<file path="src/core/chan_evt_pkg.sv">
// Shared constants and carriers for the channel event and descriptor ownership block
package chan_evt_pkg;
	// Register byte offsets
	localparam logic [7:0] REG_EVENT    = 8'h00;
	localparam logic [7:0] REG_PAD_CNT  = 8'h04;
	localparam logic [7:0] REG_RX_BASE  = 8'h08;
	localparam logic [7:0] REG_REGION   = 8'h0c;
	localparam logic [7:0] REG_RX_STAT  = 8'h10;
	// Event register bit positions (interrupt entry bit 14, 15, 12 of 0..15 msb-first)
	localparam int EVT_TXB = 1;
	localparam int EVT_RXB = 0;
	localparam int EVT_RXF = 3;
	// Descriptor status word bit positions (field 0 is msb)
	localparam int DESC_E = 15;
	localparam int DESC_W = 13;
	localparam int DESC_I = 12;
	localparam int DESC_L = 11;
	// Descriptor spacing in bytes
	localparam logic [15:0] DESC_STRIDE = 16'h0008;
	// Reset values and counting constants
	localparam logic [15:0] EVENT_RST   = 16'h0000;
	localparam logic [7:0]  PAD_RST     = 8'h00;
	localparam logic [15:0] BASE_RST    = 16'h0000;
	localparam logic [15:0] OFFSET_RST  = 16'h0000;
	localparam logic [7:0]  PAD_ZERO    = 8'h00;
	localparam logic [7:0]  PAD_ONE     = 8'h01;
	localparam logic [1:0]  SLOT_ZERO   = 2'h0;
	localparam logic [1:0]  SLOT_ONE    = 2'h1;
	localparam logic [1:0]  SLOT_TWO    = 2'h2;
	// AXI responses
	localparam logic [1:0]  RESP_OKAY   = 2'h0;
	localparam logic [1:0]  RESP_SLVERR = 2'h2;

	typedef enum logic [1:0] {TX_DATA, TX_CLOSE, TX_PAD} tx_kind_e;

	typedef struct packed {
		tx_kind_e   kind;
		logic [7:0] data;
	} tx_char_s;

	typedef struct packed {
		logic last;
		logic error;
	} rx_done_s;

	typedef struct packed {
		logic        we;
		logic [31:0] addr;
		logic [15:0] wdata;
	} mem_req_s;
endpackage

</file>
<file path="src/core/channel_event_bd_ownership.sv">
// Channel buffer-done events and receive descriptor ownership handling
//
// The address map and register access over AXI4-Lite are this design's own decisions.
`timescale 1ns/100ps
module channel_event_bd_ownership
(
	// Clock and reset
	input  wire logic                     mclk,
	input  wire logic                     rstn,
	// AXI4-Lite slave
	input  wire logic [7:0]               s_axi_awaddr,
	input  wire logic                     s_axi_awvalid,
	output logic                          s_axi_awready,
	input  wire logic [31:0]              s_axi_wdata,
	input  wire logic [3:0]               s_axi_wstrb,
	input  wire logic                     s_axi_wvalid,
	output logic                          s_axi_wready,
	output logic [1:0]                    s_axi_bresp,
	output logic                          s_axi_bvalid,
	input  wire logic                     s_axi_bready,
	input  wire logic [7:0]               s_axi_araddr,
	input  wire logic                     s_axi_arvalid,
	output logic                          s_axi_arready,
	output logic [31:0]                   s_axi_rdata,
	output logic [1:0]                    s_axi_rresp,
	output logic                          s_axi_rvalid,
	input  wire logic                     s_axi_rready,
	// Transmit characters from the channel
	input  wire chan_evt_pkg::tx_char_s   tx_in,
	input  wire logic                     tx_in_valid,
	output logic                          tx_in_ready,
	// Transmit FIFO side
	output chan_evt_pkg::tx_char_s        tx_fifo,
	output logic                          tx_fifo_valid,
	input  wire logic                     tx_fifo_ready,
	output logic                          tx_irq_req,
	// Receiver buffer completion
	input  wire chan_evt_pkg::rx_done_s   rx_done,
	input  wire logic                     rx_done_valid,
	output logic                          rx_done_ready,
	output logic                          rx_no_buffer,
	// Descriptor memory port
	output chan_evt_pkg::mem_req_s        mem_req,
	output logic                          mem_valid,
	input  wire logic                     mem_ack,
	input  wire logic [15:0]              mem_rdata
);

	typedef enum {RX_FETCH, RX_WAIT_FETCH, RX_OWNED, RX_NOBUF, RX_WRITE, RX_WAIT_WRITE} rx_state_e;
	// Local names for the package carriers
	typedef chan_evt_pkg::tx_char_s tx_char_s;
	typedef chan_evt_pkg::rx_done_s rx_done_s;
	typedef chan_evt_pkg::mem_req_s mem_req_s;

	// Byte-lane merge, used for every writable register except the pad count
	function automatic logic [15:0] merge16(input logic [15:0] old, input logic [31:0] wd,
		input logic [3:0] st);
		merge16 = old;
		if (st[0])
			merge16[7:0] = wd[7:0];
		if (st[1])
			merge16[15:8] = wd[15:8];
	endfunction

	// Register state
	logic [15:0] event_reg, next_event_reg;
	logic [7:0]  pad_cnt, next_pad_cnt;
	logic [15:0] rx_base, next_rx_base;
	logic [15:0] region, next_region;
	// Bus state
	logic        awready_q, next_awready, arready_q, next_arready;
	logic        bvalid_q, next_bvalid, rvalid_q, next_rvalid;
	logic [1:0]  bresp_q, next_bresp, rresp_q, next_rresp;
	logic [31:0] rdata_q, next_rdata;
	// Transmit buffer and pad tracking
	tx_char_s    slot [2];
	tx_char_s    next_slot [2];
	logic [1:0]  fill, next_fill;
	logic        in_ready_q, next_in_ready;
	logic        armed, next_armed;
	logic [7:0]  pads_seen, next_pads_seen;
	logic        irq_q, next_irq;
	logic        tx_done_set;
	logic        out_valid_q, next_out_valid;
	// Receive descriptor walk
	rx_state_e   rx_state, next_rx_state;
	logic [15:0] rx_offset, next_rx_offset;
	logic [15:0] cur_status, next_cur_status;
	rx_done_s    done_q, next_done_q;
	logic        done_ready_q, next_done_ready;
	mem_req_s    mreq_q, next_mreq;
	logic        mvalid_q, next_mvalid;
	logic        rxb_set, rxf_set;
	logic        nobuf_q, next_nobuf;

	logic wr_go, rd_go, in_take, out_take;
	assign wr_go    = s_axi_awvalid && s_axi_wvalid && !bvalid_q && !awready_q;
	assign rd_go    = s_axi_arvalid && !rvalid_q && !arready_q;
	assign in_take  = tx_in_valid && in_ready_q;
	assign out_take = tx_fifo_valid && tx_fifo_ready;

	// Register file and AXI4-Lite handshakes; hardware set beats software clear
	always_comb
	begin
		next_event_reg = event_reg;
		next_pad_cnt   = pad_cnt;
		next_rx_base   = rx_base;
		next_region    = region;
		next_awready   = wr_go;
		next_arready   = rd_go;
		// Response only after the address and data handshake edge
		next_bvalid    = (bvalid_q && !s_axi_bready) || awready_q;
		next_bresp     = bresp_q;
		next_rvalid    = (rvalid_q && !s_axi_rready) || arready_q;
		next_rresp     = rresp_q;
		next_rdata     = rdata_q;
		if (wr_go)
		begin
			next_bresp  = chan_evt_pkg::RESP_OKAY;
			unique case (s_axi_awaddr)
				chan_evt_pkg::REG_EVENT:
					next_event_reg = event_reg & ~merge16(16'h0000, s_axi_wdata, s_axi_wstrb);
				chan_evt_pkg::REG_PAD_CNT:
					if (s_axi_wstrb[0])
						next_pad_cnt = s_axi_wdata[7:0];
				chan_evt_pkg::REG_RX_BASE:
					next_rx_base = merge16(rx_base, s_axi_wdata, s_axi_wstrb);
				chan_evt_pkg::REG_REGION:
					next_region = merge16(region, s_axi_wdata, s_axi_wstrb);
				chan_evt_pkg::REG_RX_STAT:
					next_bresp = chan_evt_pkg::RESP_OKAY;
				default:
					next_bresp = chan_evt_pkg::RESP_SLVERR;
			endcase
		end
		if (tx_done_set)
			next_event_reg[chan_evt_pkg::EVT_TXB] = 1'b1;
		if (rxb_set)
			next_event_reg[chan_evt_pkg::EVT_RXB] = 1'b1;
		if (rxf_set)
			next_event_reg[chan_evt_pkg::EVT_RXF] = 1'b1;
		if (rd_go)
		begin
			next_rresp  = chan_evt_pkg::RESP_OKAY;
			next_rdata  = 32'h0000_0000;
			unique case (s_axi_araddr)
				chan_evt_pkg::REG_EVENT:   next_rdata[15:0] = event_reg;
				chan_evt_pkg::REG_PAD_CNT: next_rdata[7:0]  = pad_cnt;
				chan_evt_pkg::REG_RX_BASE: next_rdata[15:0] = rx_base;
				chan_evt_pkg::REG_REGION:  next_rdata[15:0] = region;
				chan_evt_pkg::REG_RX_STAT: next_rdata = {rx_offset, 15'h0000, rx_no_buffer};
				default:                   next_rresp = chan_evt_pkg::RESP_SLVERR;
			endcase
		end
	end


	always_ff @(posedge mclk)
	begin
		if (!rstn)
		begin
			event_reg <= chan_evt_pkg::EVENT_RST;
			pad_cnt   <= chan_evt_pkg::PAD_RST;
			rx_base   <= chan_evt_pkg::BASE_RST;
			region    <= chan_evt_pkg::BASE_RST;
			awready_q <= 1'b0;
			arready_q <= 1'b0;
			bvalid_q  <= 1'b0;
			rvalid_q  <= 1'b0;
			bresp_q   <= chan_evt_pkg::RESP_OKAY;
			rresp_q   <= chan_evt_pkg::RESP_OKAY;
			rdata_q   <= 32'h0000_0000;
		end
		else
		begin
			event_reg <= next_event_reg;
			pad_cnt   <= next_pad_cnt;
			rx_base   <= next_rx_base;
			region    <= next_region;
			awready_q <= next_awready;
			arready_q <= next_arready;
			bvalid_q  <= next_bvalid;
			rvalid_q  <= next_rvalid;
			bresp_q   <= next_bresp;
			rresp_q   <= next_rresp;
			rdata_q   <= next_rdata;
		end
	end

	// Two-slot buffer toward the FIFO; pads are counted as they enter the FIFO
	always_comb
	begin
		next_slot[0]   = slot[0];
		next_slot[1]   = slot[1];
		next_fill      = fill;
		next_armed     = armed;
		next_pads_seen = pads_seen;
		tx_done_set    = 1'b0;
		if (out_take)
		begin
			next_slot[0] = slot[1];
			next_fill    = fill - chan_evt_pkg::SLOT_ONE;
			if (slot[0].kind == chan_evt_pkg::TX_CLOSE)
			begin
				// Pad count moves the event later than the closing flag
				if (pad_cnt == chan_evt_pkg::PAD_ZERO)
					tx_done_set = 1'b1;
				else
				begin
					next_armed     = 1'b1;
					next_pads_seen = chan_evt_pkg::PAD_ZERO;
				end
			end
			else if (slot[0].kind == chan_evt_pkg::TX_PAD && armed)
			begin
				next_pads_seen = pads_seen + chan_evt_pkg::PAD_ONE;
				if (pads_seen + chan_evt_pkg::PAD_ONE == pad_cnt)
				begin
					tx_done_set = 1'b1;
					next_armed  = 1'b0;
				end
			end
		end
		if (in_take)
		begin
			next_slot[next_fill[0]] = tx_in;
			next_fill = next_fill + chan_evt_pkg::SLOT_ONE;
		end
		// Registered ready costs one slot of lookahead, hence two entries
		next_in_ready = (next_fill != chan_evt_pkg::SLOT_TWO);
		next_out_valid = (next_fill != chan_evt_pkg::SLOT_ZERO);
		next_irq      = tx_done_set;
	end

	always_ff @(posedge mclk)
	begin
		if (!rstn)
		begin
			slot[0]    <= '0;
			slot[1]    <= '0;
			fill       <= chan_evt_pkg::SLOT_ZERO;
			in_ready_q <= 1'b0;
			out_valid_q <= 1'b0;
			armed      <= 1'b0;
			pads_seen  <= chan_evt_pkg::PAD_ZERO;
			irq_q      <= 1'b0;
		end
		else
		begin
			slot[0]    <= next_slot[0];
			slot[1]    <= next_slot[1];
			fill       <= next_fill;
			in_ready_q <= next_in_ready;
			out_valid_q <= next_out_valid;
			armed      <= next_armed;
			pads_seen  <= next_pads_seen;
			irq_q      <= next_irq;
		end
	end

	// Receive descriptor walk: fetch, own, write back with ownership cleared
	always_comb
	begin
		next_rx_state   = rx_state;
		next_rx_offset  = rx_offset;
		next_cur_status = cur_status;
		next_done_q     = done_q;
		next_done_ready = 1'b0;
		next_nobuf      = nobuf_q;
		next_mreq       = mreq_q;
		next_mvalid     = mvalid_q && !mem_ack;
		rxb_set         = 1'b0;
		rxf_set         = 1'b0;
		unique case (rx_state)
			RX_FETCH:
			begin
				next_mvalid   = 1'b1;
				next_mreq.we  = 1'b0;
				next_mreq.addr = {region, rx_base + rx_offset};
				next_rx_state = RX_WAIT_FETCH;
			end
			RX_WAIT_FETCH:
				if (mem_ack)
				begin
					next_cur_status = mem_rdata;
					// Stays up through refetches until the host hands one back
					next_nobuf = !mem_rdata[chan_evt_pkg::DESC_E];
					// Cleared ownership means the host still holds it
					next_rx_state = mem_rdata[chan_evt_pkg::DESC_E] ? RX_OWNED : RX_NOBUF;
				end
			RX_OWNED:
			begin
				next_done_ready = !(rx_done_valid && done_ready_q);
				if (rx_done_valid && done_ready_q)
				begin
					next_done_q   = rx_done;
					next_rx_state = RX_WRITE;
				end
			end
			RX_NOBUF:
				// Poll again only when a completion is waiting, to spare the bus
				if (rx_done_valid)
					next_rx_state = RX_FETCH;
			RX_WRITE:
			begin
				next_mvalid    = 1'b1;
				next_mreq.we   = 1'b1;
				next_mreq.addr = {region, rx_base + rx_offset};
				next_mreq.wdata = cur_status;
				next_mreq.wdata[chan_evt_pkg::DESC_E] = 1'b0;
				next_mreq.wdata[chan_evt_pkg::DESC_L] = done_q.last || done_q.error;
				next_rx_state  = RX_WAIT_WRITE;
			end
			RX_WAIT_WRITE:
				if (mem_ack)
				begin
					rxb_set = cur_status[chan_evt_pkg::DESC_I];
					rxf_set = cur_status[chan_evt_pkg::DESC_I] && (done_q.last || done_q.error);
					if (cur_status[chan_evt_pkg::DESC_W])
						next_rx_offset = chan_evt_pkg::OFFSET_RST;
					else
						next_rx_offset = rx_offset + chan_evt_pkg::DESC_STRIDE;
					next_rx_state = RX_FETCH;
				end
		endcase
	end

	always_ff @(posedge mclk)
	begin
		if (!rstn)
		begin
			rx_state     <= RX_FETCH;
			rx_offset    <= chan_evt_pkg::OFFSET_RST;
			cur_status   <= 16'h0000;
			done_q       <= '0;
			done_ready_q <= 1'b0;
			nobuf_q      <= 1'b0;
			mreq_q       <= '0;
			mvalid_q     <= 1'b0;
		end
		else
		begin
			rx_state     <= next_rx_state;
			rx_offset    <= next_rx_offset;
			cur_status   <= next_cur_status;
			done_q       <= next_done_q;
			done_ready_q <= next_done_ready;
			nobuf_q      <= next_nobuf;
			mreq_q       <= next_mreq;
			mvalid_q     <= next_mvalid;
		end
	end

	// Registered outputs
	assign s_axi_awready = awready_q;
	assign s_axi_wready  = awready_q;
	assign s_axi_bvalid  = bvalid_q;
	assign s_axi_bresp   = bresp_q;
	assign s_axi_arready = arready_q;
	assign s_axi_rvalid  = rvalid_q;
	assign s_axi_rresp   = rresp_q;
	assign s_axi_rdata   = rdata_q;
	assign tx_in_ready   = in_ready_q;
	assign tx_fifo       = slot[0];
	assign tx_fifo_valid = out_valid_q;
	assign tx_irq_req    = irq_q;
	assign rx_done_ready = done_ready_q;
	assign rx_no_buffer  = nobuf_q;
	assign mem_req       = mreq_q;
	assign mem_valid     = mvalid_q;

endmodule

</file>
<file path="config.mk">
export PLATFORM = sky130hd
export DESIGN_NAME = channel_event_bd_ownership
export DESIGN_NICKNAME = d
export VERILOG_FILES = /design/src/core/chan_evt_pkg.sv /design/src/core/channel_event_bd_ownership.sv
export SDC_FILE = /design/constraint.sdc
export NUM_CORES = 1
export LEC_CHECK = 0
export BUFFER_PORTS_ARGS = -buffer_cell sky130_fd_sc_hd__buf_2
export CAP_MARGIN = 30
export CORE_ASPECT_RATIO = 0.75
export CORE_MARGIN = 10
export CORE_UTILIZATION = 34
export CTS_BUF_LIST = sky130_fd_sc_hd__clkbuf_2 sky130_fd_sc_hd__clkbuf_4 sky130_fd_sc_hd__clkbuf_8
export DETAILED_ROUTE_END_ITERATION = 6
export GPL_TIMING_DRIVEN = 0
export SYNTH_ARGS = -nofsm -noshare
export SYNTH_HDL_FRONTEND = slang
export SYNTH_SLANG_ARGS = --single-unit
</file>
<file path="constraint.sdc">
create_clock -name mclk -period 2.35 [get_ports mclk]
set_input_delay 0 -clock mclk [delete_from_list [all_inputs] [get_ports mclk]]
set_output_delay 0 -clock mclk [all_outputs]
set_load 0.03 [all_outputs]
</file>
[Word-level counts from Yosys, hierarchy flattened]
Memory sizes are Yosys's and may differ from the RTL's.
Index checks and enable logic that the tools add are counted.
Storage, ports and cells
  memories kept: 1
  input bits: 91
  ROM bits: 0
  memory bits (writable): 20
  latch bits: 0
  logic and storage cells: 179
  bits in registers: 226
Memories
  slot: depth 2, width 10, rd ports 2, clocked after memory_dff 0, wr ports 2, RTL line channel_event_bd_ownership.sv:76  | tx_char_s slot [2];
Cells by class
  add/subtract/negate cells: 5
  equality and inequality tests: 22
  bitwise logic cells: 5
  order comparisons: 2
  multiplexer cells: 52
  multiply operators: 0
  reduce and logical (&&, ||, !) cells: 59
  div/mod/pow operators: 0
  shift-type cells: 0
Operators by type and width (number)
  $pmux W32 S6: 1
  $mux W32: 4
  $mux W8: 9
  $pmux W33 S2: 1
  $eq A32 B2 Y1 const B: 2
  $eq A32 B3 Y1 const B: 2
  $mux W10: 4
  $pmux W8 S5: 1
  $eq A32 B1 Y1 const B: 1
  $eq A8 B4 Y1 const B: 4
  $logic_not A32 Y1: 1
  $mux W16: 2
  $logic_not A8 Y1: 3
  $pmux W8 S3: 1
  $bwmux W20: 1
  $mux W1: 20
  $mux W20: 1
  $reduce_bool A2 Y1: 10
  $reduce_and A3 Y1: 6
  $add A16 B16 Y16: 1
  $add A16 B4 Y16 const B: 1
  $and A16 B16 Y16: 1
  $eq A8 B3 Y1 const B: 2
  $eq A8 B5 Y1 const B: 2
  other kinds (22): 64

[Depth between registers and ports, before layout]
  depth after elaboration: 10
  gate-level depth with buffers: 8
  mapped depth without buffers: 7

[Worst setup path before layout]
No wires, ideal clock.
  path kind: reg2reg
  from: register awready_q (netlist: s_axi_awready)
  to: register event_reg[1]
  clock period less this slack: 1.958 ns
  data required time: 2.227 ns
  setup slack: 0.392 ns
  arrival: 1.835 ns
  buffers on the path: 1
  stages on the path, launching flop included: 8
  setup time: 0.123 ns
  path through: dfxtp_1 -> nor4bb_1 -> nor4b_4 -> and3_1 -> buf_2 -> a21boi_0 -> a221oi_1 -> nor2_1
Between the ends
  longest elaborated chain between the ends: 4
RTL lines
  start, declared: RTL line channel_event_bd_ownership.sv:71  | logic awready_q, next_awready, arready_q, next_arready;
  start signal, assigned: RTL line channel_event_bd_ownership.sv:180  | awready_q <= next_awready;
  $logic_not A1 Y1: RTL line channel_event_bd_ownership.sv:97  | assign wr_go = s_axi_awvalid && s_axi_wvalid && !bvalid_q && !awready_q;
  $logic_and A1 B1 Y1: RTL line channel_event_bd_ownership.sv:97
  $reduce_bool A2 Y1 (no source line)
  $reduce_and A2 Y1 (no source line)
  end signal, assigned: RTL line channel_event_bd_ownership.sv:162  | event_reg <= chan_evt_pkg::EVENT_RST;
  end signal, assigned: RTL line channel_event_bd_ownership.sv:176  | event_reg <= next_event_reg;
  end, declared: RTL line channel_event_bd_ownership.sv:66  | logic [15:0] event_reg, next_event_reg;
No other way between the ends.
A chain may end at the register's enable or synchronous reset.

[Worst setup path after layout]
  from: register pads_seen[0]
  to: register irq_q (netlist: tx_irq_req)
Between the ends
  longest elaborated chain between the ends: 6
RTL lines
  start, declared: RTL line channel_event_bd_ownership.sv:81  | logic [7:0] pads_seen, next_pads_seen;
  start signal, assigned: RTL line channel_event_bd_ownership.sv:245  | pads_seen <= chan_evt_pkg::PAD_ZERO;
  start signal, assigned: RTL line channel_event_bd_ownership.sv:256  | pads_seen <= next_pads_seen;
  $add A8 B1 Y8: RTL line channel_event_bd_ownership.sv:217  | if (pads_seen + chan_evt_pkg::PAD_ONE == pad_cnt)
  $eq A8 B8 Y1: RTL line channel_event_bd_ownership.sv:217
  $mux W1: RTL line channel_event_bd_ownership.sv:217
  $mux W1: RTL line channel_event_bd_ownership.sv:214  | else if (slot[0].kind == chan_evt_pkg::TX_PAD && armed)
  $mux W1: RTL line channel_event_bd_ownership.sv:203  | if (slot[0].kind == chan_evt_pkg::TX_CLOSE)
  $mux W1: RTL line channel_event_bd_ownership.sv:199  | if (out_take)
  end signal, assigned: RTL line channel_event_bd_ownership.sv:257  | irq_q <= next_irq;
  end, declared: RTL line channel_event_bd_ownership.sv:82  | logic irq_q, next_irq;
No other way between the ends.

==> results.toml <==
[critical_path]
max_stage_delay_ns = 0.47
r2r_end = "tx_irq_req"
r2r_start = "pads_seen[0]"
slowest_stage = "a2111oi_2"
reg2reg_slack_ns = 0.22
worstPathMaxFanout = 7
cp-end-kind = "flip-flop"
criticalPathCategory = "flip-flop to flip-flop"
cp_data_required_time_ns = 2.83
critPathLaunchType = "flip-flop"
r2r_cells = 7
crit_arrival_ns = 2.61
path_cells = "ha_2, xor2_1, nor3_1, o211ai_1, a2111oi_2, a22o_1, and3_1"

[timing]
timing.setup.tns_ns = 0
max_slew_margin_pct = 36.1
period_share_pct = 90.5
hold-worst-slack_ns = 0.0297
fin_ws_ns = 0.224
setup_viol = 0
min_period_ns = 2.13
fmax_ghz = 0.470
hold_viol_final = 0
drv_slew = 0
rsz0062_at_grt = "false"
tightest_slew_ns = 0.955
clock-skew-final_ns = 0.0268

[layout]
final_cell_mix = "nand2_1 (226), dfxtp_1 (209), buf_2 (175)"
syn2layout_area_growth_pct = 30.6
mostFrequentLayoutCell = "nand2_1"
nets = 1436
layout-drive-gt1-share_pct = 23.4
largest_register_ffs = 48
n_antenna_cell = 0
final_util_pct = 45.3

[run_status]
status = "complete, no violations"

[power_and_ir_drop]
powerDensity_mw_per_mm2 = 742
leakage_nw = 5.13
vdd_drop_max_mv = 0.287
p_total_mw = 9.09

[synth]
synth_area_sq_mm = 0.00938
synth_edf_count = 0
synth_ff_type = "dfxtp_1"
ys_types = 59
seq_area_frac_synth_pct = 44.6
yosys_warnings = 0
synth_top_area_share_pct = 44.6
synth_seq_cells = 209
synth_top_area_cell = "dfxtp_1"
synth_cells = 1053
synthArstFlopShare_pct = 0
synth.avg_cell_area_sq_um = 8.91
synth_area_leaders = "dfxtp_1 (45%), nand2_1 (9.0%), a21boi_0 (5.2%)"

[floorplanning]
num_rows = 52
die_y_um = 164
start_util_pct = 34.7
die_w_um = 212
ios = 197
core-area_sq_mm = 0.0271
dieArea_sq_mm = 0.0347

[routing]
drtIter0Drc = 578
drc = 0
via_per_inst = 5.00
routedWlPerCell_um = 18.4
wl_met2_um = 13400
postRouteAntennaNets = 0
routed_wirelength_um = 31400
top_layer_used = "met4"
met3_length_um = 2650
first_pass_iters = 5
num_vias = 8534
wl_met1_um = 14900

[clocking]
clk_pin_slew_ns = 0.06
htreeDepth = 2
root_buffer = "clkbuf_8"
clock-sinks = 209
clk_latency_ns = 0.54
cts_buffers = 37
tritoncts = "built"
clockBufferDepth = 3

[global_routing]
antenna_found_initial = 0
grt_pass1_wl_um = 47300
grt_pass1_vias = 8219
grt_max_degree = 11
gr-total-overflow = 0
grt_usage_pct = 17.4

[placement]
port_buffers = 172
place_congestion = 0.881
hpwl_um = 23100
place_ws_ns = 0.0256

[min_path]
hold_path.class = "primary input to flip-flop"
min_from = "rstn"
min_path_cells = 2
min_to = "fill[1]"

[run]
cap_viol_max_count = 0
==> cell families after synthesis <==
group | synth area share [%]
buffers and inverters | 4.21
AO/OA/AOI/OAI | 17.2
adder cells (fa/ha/maj) | 2.00
flip-flops | 44.6
multiplexers | 5.96
AND/OR/NAND/NOR | 23.2
XOR/XNOR | 2.80
other | 0.0400
==> cells in the mapped netlist, drive strengths merged, types with 23 or more instances <==
| master | n |
|---|---|
| a21boi | 89 |
| and2 | 23 |
| dfxtp | 209 |
| a21oi | 24 |
| buf | 27 |
| nand2 | 226 |
| mux2i | 30 |
| nand3 | 34 |
| nor2 | 43 |
| o21ai | 40 |
| nor2b | 50 |
| clkbuf | 50 |
| a22oi | 23 |
==> critical path: cells and delay by family, from the launching register on <==
kind | cells | cell delay [ns]
adders and majority gates | 1 | 0.33
DFF | 1 | 0.44
and+or+nand+nor | 2 | 0.35
AOI/OAI and AO/OA | 3 | 0.80
xor gates and xnor gates | 1 | 0.14
==> power by group <==
group / internal, mW / switching (mW) / leakage, nW
Clock: 2.44 / 1.57 / 0.465
Combinational: 0.492 / 0.814 / 2.97
Sequential: 3.68 / 0.0957 / 1.69
Total: 6.61 / 2.48 / 5.13
==> metrics by stage <==
| stage | area, sq um | std cells |
|---|---|---|
| final | 12300 | 1708 |
| after CTS | 12200 | 1708 |
| after floorplan | 9390 | 1055 |
| after global routing | 12300 | 1708 |
| after detailed placement | 10700 | 1578 |
| after global placement | 10700 | 1578 |
==> routing by layer <==
metal | vias up | track usage [%]
li1 | 4166 | -
met1 | 4044 | 24.0
met2 | 288 | 25.9
met3 | 36 | 5.28
met4 | 0 | 3.88
met5 | - | 0
==> layout make-up <==
type,count,area (sq um)
fill,2661,14800
multi-input combinational,762,4840
sequential,209,4180
timing repair buffer,236,1500
clock buffer,55,732
tap,351,439
buffer,77,369
clock inverter,11,158
inverter,7,26.3
==> worst max path at each step <==
| stage | slack (ns) | startpoint | to | depth (start not counted) |
|---|---|---|---|---|
| floorplan | 0.39 | s_axi_awready | event_reg[1] | 7 |
| global placement | 0.11 | s_axi_awready | region[11] | 7 |
| detailed placement | 0.03 | s_axi_awready | event_reg[1] | 7 |
| CTS | 0.01 | s_axi_awready | region[12] | 7 |
| global route | 0.01 | pads_seen[0] | tx_irq_req | 7 |
| finish | 0.22 | pads_seen[0] | tx_irq_req | 7 |
==> timing repair <==
item / CTS / global route
buffers inserted: 0 / 0
resized for setup: 0 / 6
hold buffers: 64 / 0
hold endpoints to repair: 111 / 0
endpoints found under the setup margin: 0 / 45
Note: power is estimated with default switching activity, not from simulation.
